$ cat src/logic/aafr_pkg.sv
/*
 * Package of the analog front-end reset controller: register map,
 * reset values, serial frame layout and the carriers shared by files.
 * Assumes one core clock; the controller, checker and bench import it whole.
 */
package aafr_pkg;

   // ==================================================================
   // Register map
   localparam logic [6:0] AAFR_ADDR_CONV_CTRL = 7'h00;
   localparam logic [6:0] AAFR_ADDR_AMP_GAIN = 7'h01;
   localparam logic [6:0] AAFR_ADDR_REG_CTRL = 7'h02;
   localparam logic [6:0] AAFR_ADDR_CONV_REF = 7'h03;
   localparam logic [6:0] AAFR_ADDR_CHAN_PWR = 7'h04;
   localparam logic [6:0] AAFR_ADDR_SELF_RST = 7'h05;
   localparam logic [6:0] AAFR_ADDR_SW_CTRL = 7'h06;
   localparam int AAFR_NUM_REGS = 7;

   // ==================================================================
   // Reset values, index is the register address
   localparam logic [6:0][7:0] AAFR_RST_VALS = {
      8'h00, 8'h00, 8'h00, 8'h00, 8'h00, 8'h00, 8'h80};
   localparam logic [7:0] AAFR_SELF_RST_RST = 8'h00;

   // ==================================================================
   // Field positions
   localparam int AAFR_SELF_RST_BIT = 0;
   localparam int AAFR_PWR_AMP_BIT = 3;
   localparam int AAFR_PWR_CONV_BIT = 2;
   localparam int AAFR_PWR_LDO_BIT = 1;
   localparam int AAFR_PWR_TEMP_BIT = 0;

   // ==================================================================
   // Serial frame: R/W bit, 7 address bits, 8 data bits, MSB first
   localparam int AAFR_FRAME_BITS = 16;
   localparam int AAFR_HDR_BITS = 8;
   localparam int AAFR_RW_POS = 7;
   localparam logic [4:0] AAFR_CNT_LAST = 5'h0F;
   localparam logic [4:0] AAFR_CNT_HDR = 5'h07;
   localparam logic [4:0] AAFR_CNT_FULL = 5'h10;
   localparam logic [4:0] AAFR_CNT_DATA = 5'h08;

   // ==================================================================
   // Carriers
   typedef struct packed {
      logic [7:0] conv_ctrl;
      logic [7:0] amp_gain;
      logic [7:0] reg_ctrl;
      logic [7:0] conv_ref;
      logic [7:0] chan_pwr;
      logic [7:0] sw_ctrl;
   } aafr_regs_t;

   typedef struct packed {
      logic amp;
      logic conv;
      logic temp;
      logic ldo;
   } aafr_run_t;

   typedef struct packed {
      logic temp_pulldown;
      logic ldo_pulldown;
      logic amp_hiz;
      logic conv_hiz;
      logic spi_pullup;
      logic spi_hiz;
   } aafr_pads_t;

endpackage

$ cat src/logic/aafr_cfg_byte.sv
/*
 * One control byte with its own reset value and a held clear.
 * Assumes the writer has already checked address and permission.
 */
`timescale 1ns/1ps
`default_nettype none
module aafr_cfg_byte #(
   parameter logic [7:0] RST_VAL = 8'h00
) (
   input wire logic clk,
   input wire logic rst_n,
   input wire logic clear,
   input wire logic we,
   input wire logic [7:0] wdata,
   output logic [7:0] q
);
   // ==================================================================
   // Clear is a level: the byte sits at its default while it is held
   always_ff @(posedge clk) begin
      if (!rst_n || clear) begin
         q <= RST_VAL;
      end else if (we) begin
         q <= wdata;
      end
   end
endmodule // aafr_cfg_byte
`default_nettype wire

$ cat src/logic/aafr_edge.sv
/*
 * Edge detector for one sampled pin.
 * Assumes the pin is already synchronous to the core clock.
 */
`timescale 1ns/1ps
`default_nettype none
module aafr_edge #(
   parameter logic IDLE = 1'b1
) (
   input wire logic clk,
   input wire logic rst_n,
   input wire logic pin,
   output logic rise,
   output logic fall
);
   logic prev_q;

   // ==================================================================
   // Previous level, idle level after reset so no false edge
   always_ff @(posedge clk) begin
      if (!rst_n) begin
         prev_q <= IDLE;
      end else begin
         prev_q <= pin;
      end
   end

   // Edges against the previous sample
   assign rise = pin & ~prev_q;
   assign fall = ~pin & prev_q;
endmodule // aafr_edge
`default_nettype wire

$ cat src/logic/aafr_reset_ctrl.sv
/*
 * Reset control of the analog front-end with its serial register port.
 * Holds the control bytes, the self-reset bit, the 16-bit serial slave,
 * the run enables of the analog blocks and the pad state controls.
 * Assumes SCLK, CS_N and SDI are sampled in step with CORE_CLK and that
 * SCLK is slow enough for every level to be seen for a cycle or more.
 * Assumes CORE_CLK keeps running while RST_N is low, since the reset is
 * taken on its edges; the minimum low time of RST_N and the pulse after
 * power-up are the host's duty and are not checked here.
 */
`timescale 1ns/1ps
`default_nettype none
module aafr_reset_ctrl
   import aafr_pkg::*;
(
   input wire logic CORE_CLK,
   input wire logic RST_N,
   input wire logic SCLK,
   input wire logic CS_N,
   input wire logic SDI,
   output logic SDO,
   output logic SDO_OE,
   output aafr_regs_t REGS,
   output logic SELF_RESET,
   output aafr_run_t RUN,
   output aafr_pads_t PADS
);

   // ==================================================================
   // Declarations
   // Serial port
   logic sclk_rise;
   logic sclk_fall;
   logic cs_fall;
   logic cs_rise;
   logic [4:0] bit_cnt_q;
   logic [4:0] bit_cnt_d;
   logic [14:0] shift_q;
   logic [15:0] word_d;
   logic rd_mode_q;
   logic [7:0] rd_shift_q;
   logic sdo_q;
   logic sdo_oe_q;
   logic self_rst_q;
   logic wr_frame;
   logic [6:0] wr_addr;
   logic [7:0] wr_data;
   logic [6:0] hdr_addr;
   logic hdr_rw;
   logic [7:0] rd_data;
   logic [7:0] cfg_q [AAFR_NUM_REGS];
   aafr_run_t run_q;
   logic [7:0] chan_pwr;

   // Pad state flip-flops, one per pad group
   logic temp_pd_q;
   logic ldo_pd_q;
   logic amp_hiz_q;
   logic conv_hiz_q;
   logic spi_pullup_q;
   logic spi_hiz_q;

   // ==================================================================
   // Pin edges
   // SCLK idles high between frames, so its first edge is a fall
   aafr_edge #(
      .IDLE(1'b1)
   ) u_sclk_edge (
      .clk(CORE_CLK),
      .rst_n(RST_N),
      .pin(SCLK),
      .rise(sclk_rise),
      .fall(sclk_fall)
   );

   // CS_N idles high too, so holding it high in reset adds no edge
   aafr_edge #(
      .IDLE(1'b1)
   ) u_cs_edge (
      .clk(CORE_CLK),
      .rst_n(RST_N),
      .pin(CS_N),
      .rise(cs_rise),
      .fall(cs_fall)
   );

   // ==================================================================
   // Frame bit counter
   // Saturates at sixteen so stray edges cannot start a second write
   // A frame cut short by CS_N leaves no count behind
   always_comb begin
      bit_cnt_d = bit_cnt_q;
      if (CS_N || cs_fall) begin
         bit_cnt_d = 5'h00;
      end else if (sclk_rise && (bit_cnt_q != AAFR_CNT_FULL)) begin
         bit_cnt_d = bit_cnt_q + 5'h01;
      end
   end

   // Counter is clocked by CORE_CLK only, never by SCLK
   always_ff @(posedge CORE_CLK) begin
      if (!RST_N) begin
         bit_cnt_q <= 5'h00;
      end else begin
         bit_cnt_q <= bit_cnt_d;
      end
   end

   // ==================================================================
   // Receive shifter
   // Frame: R/W bit first, then seven address bits, then the data,
   // most significant bit first
   // The word as it stands once the current rising edge is taken
   assign word_d = {shift_q, SDI};
   assign hdr_rw = word_d[AAFR_RW_POS];
   assign hdr_addr = word_d[6:0];

   always_ff @(posedge CORE_CLK) begin
      if (!RST_N) begin
         shift_q <= 15'h0000;
      end else if (cs_fall) begin
         shift_q <= 15'h0000;
      end else if (!CS_N && sclk_rise && (bit_cnt_q != AAFR_CNT_FULL)) begin
         shift_q <= word_d[14:0];
      end
   end

   // ==================================================================
   // Write decode
   // Only the sixteenth rising edge of a write frame commits
   // Edges past the sixteenth meet a saturated count and do nothing
   assign wr_frame = !CS_N && sclk_rise && (bit_cnt_q == AAFR_CNT_LAST)
                     && word_d[AAFR_FRAME_BITS - 1];
   assign wr_addr = word_d[14:8];
   assign wr_data = word_d[7:0];

   // ==================================================================
   // Self-reset bit
   // Only the low bit is stored; the upper seven have no flip-flops
   // Its own address stays writable while set, so the host can clear it
   always_ff @(posedge CORE_CLK) begin
      if (!RST_N) begin
         self_rst_q <= AAFR_SELF_RST_RST[AAFR_SELF_RST_BIT];
      end else if (wr_frame && (wr_addr == AAFR_ADDR_SELF_RST)) begin
         // Internal reset never clears this bit, only a write or the reset pin does
         self_rst_q <= wr_data[AAFR_SELF_RST_BIT];
      end
   end

   // ==================================================================
   // Control bytes
   // Held at defaults while self-reset is set, which also drops writes
   // Address 05H has no byte here; it reads the self-reset bit
   for (genvar i = 0; i < AAFR_NUM_REGS; i++) begin : g_cfg
      if (i == int'(AAFR_ADDR_SELF_RST)) begin : g_rc
         assign cfg_q[i] = {7'h00, self_rst_q};
      end else begin : g_byte
         aafr_cfg_byte #(
            .RST_VAL(AAFR_RST_VALS[i])
         ) u_byte (
            .clk(CORE_CLK),
            .rst_n(RST_N),
            .clear(self_rst_q),
            .we(wr_frame && !self_rst_q
                && (wr_addr == 7'(i))),
            .wdata(wr_data),
            .q(cfg_q[i])
         );
      end
   end

   // ==================================================================
   // Read data select
   // Unmapped addresses read as zero
   // The range guard lets the index shrink to the array's three bits
   always_comb begin
      rd_data = 8'h00;
      if (hdr_addr < 7'(AAFR_NUM_REGS)) begin
         rd_data = cfg_q[hdr_addr[2:0]];
      end
   end

   // ==================================================================
   // Read shifter
   // Loaded on the eighth rising edge, once address and R/W are known
   // A write frame never sets read mode, so it never drives SDO
   always_ff @(posedge CORE_CLK) begin
      if (!RST_N) begin
         rd_mode_q <= 1'b0;
         rd_shift_q <= 8'h00;
      end else if (CS_N) begin
         rd_mode_q <= 1'b0;
      end else if (sclk_rise && (bit_cnt_q == AAFR_CNT_HDR)) begin
         rd_mode_q <= !hdr_rw;
         rd_shift_q <= rd_data;
      end else if (sclk_fall && rd_mode_q && (bit_cnt_q >= AAFR_CNT_DATA)
                   && (bit_cnt_q != AAFR_CNT_FULL)) begin
         rd_shift_q <= {rd_shift_q[6:0], 1'b0};
      end
   end

   // ==================================================================
   // Serial data out
   // Bits leave on falling edges from the ninth one onward
   // CS_N high drops SDO and its enable at once
   always_ff @(posedge CORE_CLK) begin
      if (!RST_N) begin
         sdo_q <= 1'b0;
         sdo_oe_q <= 1'b0;
      end else if (CS_N) begin
         sdo_q <= 1'b0;
         sdo_oe_q <= 1'b0;
      end else if (sclk_fall && rd_mode_q && (bit_cnt_q >= AAFR_CNT_DATA)
                   && (bit_cnt_q != AAFR_CNT_FULL)) begin
         sdo_q <= rd_shift_q[7];
         sdo_oe_q <= 1'b1;
      end
   end

   // ==================================================================
   // Analog block enables
   // Power byte picked once, with an index of the array's own width
   assign chan_pwr = cfg_q[3'(AAFR_ADDR_CHAN_PWR)];

   // A block runs only if enabled and no reset of either kind is active
   always_ff @(posedge CORE_CLK) begin
      if (!RST_N) begin
         run_q <= '0;
      end else if (self_rst_q) begin
         run_q <= '0;
      end else begin
         run_q.amp <= chan_pwr[AAFR_PWR_AMP_BIT];
         run_q.conv <= chan_pwr[AAFR_PWR_CONV_BIT];
         run_q.temp <= chan_pwr[AAFR_PWR_TEMP_BIT];
         run_q.ldo <= chan_pwr[AAFR_PWR_LDO_BIT];
      end
   end

   // ==================================================================
   // Pad states
   // Stopped outputs are parked: pull-down or high impedance
   always_ff @(posedge CORE_CLK) begin
      if (!RST_N) begin
         temp_pd_q <= 1'b1;
         ldo_pd_q <= 1'b1;
         amp_hiz_q <= 1'b1;
         conv_hiz_q <= 1'b1;
      end else begin
         temp_pd_q <= !run_q.temp;
         ldo_pd_q <= !run_q.ldo;
         amp_hiz_q <= !run_q.amp;
         conv_hiz_q <= !run_q.conv;
      end
   end

   // Serial pins: pull-ups from external reset, released by self-reset
   // Clearing self-reset leaves them floating: only the reset pin brings
   // the pull-ups back, so the host must drive every serial line
   always_ff @(posedge CORE_CLK) begin
      if (!RST_N) begin
         spi_pullup_q <= 1'b1;
         spi_hiz_q <= 1'b0;
      end else if (self_rst_q) begin
         spi_pullup_q <= 1'b0;
         spi_hiz_q <= 1'b1;
      end
   end

   // ==================================================================
   // Outputs, all from flip-flops
   assign SDO = sdo_q;
   assign SDO_OE = sdo_oe_q;
   assign SELF_RESET = self_rst_q;
   assign RUN = run_q;
   assign PADS.temp_pulldown = temp_pd_q;
   assign PADS.ldo_pulldown = ldo_pd_q;
   assign PADS.amp_hiz = amp_hiz_q;
   assign PADS.conv_hiz = conv_hiz_q;
   assign PADS.spi_pullup = spi_pullup_q;
   assign PADS.spi_hiz = spi_hiz_q;

   // Bytes by address; the casts fit the index to the array
   assign REGS.conv_ctrl = cfg_q[3'(AAFR_ADDR_CONV_CTRL)];
   assign REGS.amp_gain = cfg_q[3'(AAFR_ADDR_AMP_GAIN)];
   assign REGS.reg_ctrl = cfg_q[3'(AAFR_ADDR_REG_CTRL)];
   assign REGS.conv_ref = cfg_q[3'(AAFR_ADDR_CONV_REF)];
   assign REGS.chan_pwr = chan_pwr;
   assign REGS.sw_ctrl = cfg_q[3'(AAFR_ADDR_SW_CTRL)];

   // cs_rise is kept for symmetry of the detector; frames end on level
   logic unused_cs_rise;
   assign unused_cs_rise = cs_rise;

endmodule // aafr_reset_ctrl
`default_nettype wire

$ cat config.mk
export PLATFORM = sky130hd
export DESIGN_NAME = aafr_reset_ctrl
export DESIGN_NICKNAME = d
export VERILOG_FILES = /design/src/logic/aafr_pkg.sv /design/src/logic/aafr_cfg_byte.sv /design/src/logic/aafr_edge.sv /design/src/logic/aafr_reset_ctrl.sv
export SDC_FILE = /design/constraint.sdc
export NUM_CORES = 1
export LEC_CHECK = 0
export ABC_AREA = 0
export BUFFER_PORTS_ARGS = -buffer_cell sky130_fd_sc_hd__buf_2
export CAP_MARGIN = 20
export CORE_MARGIN = 5
export CORE_UTILIZATION = 45
export CTS_BUF_LIST = sky130_fd_sc_hd__clkbuf_4 sky130_fd_sc_hd__clkbuf_8
export DETAILED_ROUTE_END_ITERATION = 12
export PLACE_DENSITY = 0.65
export SLEW_MARGIN = 40
export SYNTH_ARGS = -nofsm -noshare
export SYNTH_HDL_FRONTEND = slang
export SYNTH_SLANG_ARGS = --single-unit
$ cat constraint.sdc
create_clock -name CORE_CLK -period 1.9 [get_ports CORE_CLK]
set_input_delay 0.475 -clock CORE_CLK [delete_from_list [all_inputs] [get_ports CORE_CLK]]
set_output_delay 0.475 -clock CORE_CLK [all_outputs]
set_load 0.05 [all_outputs]
Word level (Yosys, flattened, before mapping)
Cells that the tools add are included.
Word-level totals
  memory bits (writable): 0
  register bits after elaboration: 92
  memories kept: 0
  word-level logic and storage cells: 86
  bits in read-only memories: 0
  output and inout bits: 61
  input bits: 5
  bits in latches: 0
Operators by class
  multiplexer cells: 6
  bitwise gates (word level): 8
  reduce and logical (&&, ||, !) cells: 34
  div/mod/pow operators: 0
  shift operators: 0
  $add $sub $neg: 1
  order comparisons: 3
  multipliers: 0
  equal/unequal tests: 9
Operators with widths (number)
  8-bit two-way mux: 5
  8-bit binary-select mux with 3-bit select: 1
  7-bit by 3-bit == test with 1-bit output, second input constant: 3
  1-bit logical AND: 17
  7-bit by 2-bit == test with 1-bit output, second input constant: 2
  1-bit zero test: 8
  2-bit OR reduction: 4
  7-bit by 1-bit == test with 1-bit output, second input constant: 1
  7-bit zero test: 1
  7-bit by 3-bit < comparator with 1-bit output, second input constant: 1
  5-bit by 1-bit adder with 5-bit output, second input constant: 1
  5-bit by 3-bit == test with 1-bit output, second input constant: 1
  5-bit by 4-bit == test with 1-bit output, second input constant: 1
  5-bit by 4-bit greater-or-equal comparator with 1-bit output, second input constant: 1
  5-bit != test, second input constant: 1
  4-bit greater-or-equal comparator, second input constant: 1
  1-bit NOT: 4
  3-bit NOT with 4-bit output: 1
  1-bit AND: 3
  1-bit logical OR: 2
  2-bit AND reduction: 1
  2-bit nonzero test: 1

Depth between registers and ports, before layout
  word-level depth: 7
  depth in mapped cells: 9
  mapped depth without buffers: 7

By module
Synthesis repeated with hierarchy kept, for this count alone.
Second synthesis, totals
  cells, all modules: 418
  area total of the unflattened synthesis: 4111.4 um^2
By module, submodules not included
  aafr_reset_ctrl: times used 1, cells an instance 248, sequential area each 840.8 um^2, area an instance 2279.7 um^2
  aafr_cfg_byte (g_cfg[1].g_byte.u_byte ...): times used 5, cells an instance 27, sequential area each 160.2 um^2, area an instance 292.8 um^2
  aafr_cfg_byte (g_cfg[0].g_byte.u_byte): times used 1, cells an instance 27, sequential area each 160.2 um^2, area an instance 290.3 um^2
  aafr_edge: times used 2, cells an instance 4, sequential area each 20.0 um^2, area an instance 38.8 um^2

Worst setup path after synthesis
No wires, ideal clock.
  path type: register to register
  from: register bit_cnt_q[0]
  to: register g_cfg[3].g_byte.u_byte.q[0]
  library setup time: 121 ps
  data required time: 1779 ps
  slack: -59 ps
  stages on the path, launching flop included: 10
  clock period less this slack: 1959 ps
  path buffers: 2
  data arrival time: 1837 ps
  cells stage by stage: dfxtp_1 ha_1 and3_1 ha_1 and4bb_1 and4_1 buf_4 and3_1 buf_2 mux2i_1
On the way
  word-level cells in the longest chain between the ends: 5
Ends and longest elaborated chain
  start: declaration: line aafr_reset_ctrl.sv:36  | logic [4:0] bit_cnt_q;
  start signal: assignment: line aafr_reset_ctrl.sv:105  | bit_cnt_q <= bit_cnt_d;
  5-bit by 4-bit == test with 1-bit output: line aafr_reset_ctrl.sv:132  | assign wr_frame = !CS_N && sclk_rise && (bit_cnt_q == AAFR_CNT_LAST)
  1-bit logical AND: line aafr_reset_ctrl.sv:132
  1-bit logical AND: line aafr_reset_ctrl.sv:133  | && word_d[AAFR_FRAME_BITS - 1];
  1-bit logical AND: line aafr_reset_ctrl.sv:164  | .we(wr_frame && !self_rst_q
  1-bit logical AND: line aafr_reset_ctrl.sv:165  | && (wr_addr == 7'(i))),
  end signal: assignment: line aafr_cfg_byte.sv:23  | q <= wdata;
  end: declaration: line aafr_cfg_byte.sv:15  | output logic [7:0] q
No other way between the ends.
A chain may end at the register's enable or synchronous reset.

Worst setup path in the final report
  from: register bit_cnt_q[0]
  to: register g_cfg[3].g_byte.u_byte.q[3]
Same word-level chain as after synthesis.

==> flow_metrics.tcl <==
set metrics [dict create \
    critPathLaunchType "flop" \
    ys_seq_area_frac 0.458 \
    synth_edf_count 0 \
    worst_path_max_delay_cell "dfxtp_4" \
    power_density_mw_per_mm2 664 \
    clock-sinks 92 \
    cts_tree "yes" \
    cp_data_required_time_ps 2190 \
    first_global_vias 3145 \
    synth_compound_area_frac 0.0442 \
    syn_avg_cell_area_um2 9.98 \
    globalRouteOverflowTotal 0 \
    nNetsFinal 482 \
    holdCritPathClass "reg -> reg" \
    synth_simple_gate_area_frac 0.190 \
    drt_first_pass_iters 4 \
    clk_latency_ps 360 \
    synth_top_family_by_area "multiplexers" \
    fin_cells 586 \
    setup_violations 0 \
    cts-root-buf "clkbuf_8" \
    syn_to_final_growth_pct 20.1 \
    grt_use_total 0.182 \
    grt.met1_usage 0.241 \
    cts_buffer_depth 2 \
    report.final.slew_viol_count 0 \
    grt_start_max_net_pins 44 \
    finalHoldViolCount 0 \
    min_period_over_period 0.966 \
    start_util 0.461 \
    timing.slew.headroom 0.591 \
    post_cts_buffers 0 \
    busiest_layer "met2" \
    cp_max_fo 6 \
    drt_wl_total_um 9840 \
    dieArea_mm2 0.0109 \
    cp_slowest_stage_delay_ps 380 \
    routedWlPerCell_um 16.8 \
    tightest_slew_ps 614 \
    ir_drop_mv 0.432 \
    cts_made_buffers 9 \
    antenna_found_initial 0 \
    muxShareOfSynthArea 0.248 \
    syn-num-nets 411 \
    status "completed" \
    drv_cap 0 \
    die_y_um 105 \
    vias_per_cell 5.36 \
    place_inst 572 \
    core_mm2 0.00872 \
    io_buffer_count 65 \
    ys_seq_elements 92 \
    finalClockSkew_ps 6.37 \
    synth_flop_cell "dfxtp_1" \
    fin_crit_ps 1830 \
    gp_congestion 0.797 \
    drc_errors 0 \
    ys_async_sr_fraction 0 \
    p_leak_uw 0.00217 \
    fp.dieW_um 105 \
    cts_hold_buf 0 \
    synthAdderAreaFrac 0.00933 \
    vias 3142 \
    ctsHtreeMaxLevel 3 \
    use_met3 0.0524 \
    cts.clk_slew.worst_paths_ps 90 \
    drt-initial-drc-count 192 \
    total_power_uw 3210 \
    timing_worst_setup_path_type "reg -> reg" \
    ios 66 \
    yosysWarnings 0 \
    diodes 0 \
    drive_gt1_frac 0.293 \
    crit_chain "ha_4, and3_4, ha_4, and4bb_1, and4_4, and3_4, mux2i_1" \
    cp.arrival_ps 2120 \
    critPathCaptureType "flop" \
    ant_nets 0 \
    synth-xor-area-share 0.00435 \
    postSynthCellCount 403 \
    rows 34 \
    max_freq_ghz 0.545 \
    met2_usage 0.297 \
    synth_area_mm2 0.00402 \
    grt_pass1_wl_um 16300 \
    ys_types 47 \
    dp_hpwl_um 7220 \
]
==> cell families (layout without fill, tap and decap cells) <==
logic type / Yosys count / count (layout)
adders and majority gates: 3 / 3
muxes: 88 / 88
AOI/OAI and AO/OA: 27 / 27
DFF: 92 / 92
xor gates and xnor gates: 2 / 2
buffers and inverters: 38 / 113
and+or+nand+nor: 153 / 153
==> layout by cell type (no fill, tap or decap), types with 8 or more instances in the layout <==
cell type	Yosys	final
a21oi_1	9	9
buf_2	9	65
buf_4	9	22
clkbuf_8	0	9
dfxtp_1	92	90
mux2_1	8	8
mux2i_1	68	68
mux4_2	8	8
nand2_1	61	61
nand2b_1	12	12
nor2_1	43	43
==> layer usage <==
layer,vias up,wire (um)
met2,85,4750
met5,-,0
met4,0,32
met1,1527,4440
met3,2,620
li1,1528,-
==> area by class of cell <==
class	count	area, um^2
Fill cell	794	3890
Timing Repair Buffer	92	582
Sequential cell	92	1850
Clock inverter	5	38.8
Tap cell	108	135
Inverter	6	22.5
Multi-Input combinational cell	273	2070
Clock buffer	10	131
==> registers in the layout, indices dropped and copies added (netlist names) <==
| signal | count |
|---|---|
| spi_hiz_q | 1 |
| ldo_pd_q | 1 |
| g_cfg.g_byte.u_byte.q | 48 |
| spi_pullup_q | 1 |
| shift_q | 15 |
| u_sclk_edge.prev_q | 1 |
| conv_hiz_q | 1 |
| SDO_OE | 1 |
| amp_hiz_q | 1 |
| u_cs_edge.prev_q | 1 |
| RUN | 4 |
| bit_cnt_q | 5 |
| rd_shift_q | 8 |
| rd_mode_q | 1 |
| temp_pd_q | 1 |
| SELF_RESET | 1 |
| SDO | 1 |
==> timing repair <==
action,in CTS,in global routing
endpoints found under the setup margin,36,49
gates resized for setup,5,13
pin swaps,0,1
==> power by group <==
part,switching [uW],total [uW],internal (uW),leakage (uW)
clock network,684,1170,487,0.0000744
registers,2.05,1930,1930,0.000743
logic,73.0,110,37.2,0.00135
total,759,3210,2450,0.00217
==> cells in the mapped netlist (5+ instances only) <==
cell / number / area share
a21oi_1: 9 / 0.011
a32oi_1: 6 / 0.013
and2_1: 5 / 0.0078
buf_2: 9 / 0.011
buf_4: 9 / 0.017
clkbuf_1: 12 / 0.011
dfxtp_1: 92 / 0.46
inv_1: 6 / 0.0056
mux2_1: 8 / 0.022
mux2i_1: 68 / 0.17
mux4_2: 8 / 0.045
nand2_1: 61 / 0.057
nand2b_1: 12 / 0.019
nor2_1: 43 / 0.040
==> path summary, 6_finish.rpt <==
kind / endpoint / startpoint / cells past startpoint / slack [ps]
worst max register to register: g_cfg[3].g_byte.u_byte.q[3] / bit_cnt_q[0] / 7 / 70
worst max-delay path: g_cfg[3].g_byte.u_byte.q[3] / bit_cnt_q[0] / 7 / 70
worst min register to register: ldo_pd_q / RUN[0] / 1 / 380
worst min-delay path: ldo_pd_q / RUN[0] / 1 / 380
==> stage by stage <==
stage / worst slack (ps) / area, um^2 / utilization / setup TNS, ps / hold slack [ps]
global route: -5.82 / 4830 / 0.554 / -10.5 / 393
detailed placement: -104 / 4600 / 0.528 / -2170 / 365
CTS: 6.71 / 4780 / 0.548 / 0 / 374
finish: 65.3 / 4830 / 0.554 / 0 / 380
floorplan: 2.17 / 4030 / - / 0 / 425
global placement: -91.3 / 4600 / 0.527 / -900 / 360
==> critical path, delay by kind of cell (launching register included) <==
family                   cells  cell delay [ps]
flip-flops                   1              380
adder cells (fa/ha/maj)      2              250
AND/OR/NAND/NOR              4              930
multiplexers                 1              200
(Power assumes the default switching activity.)
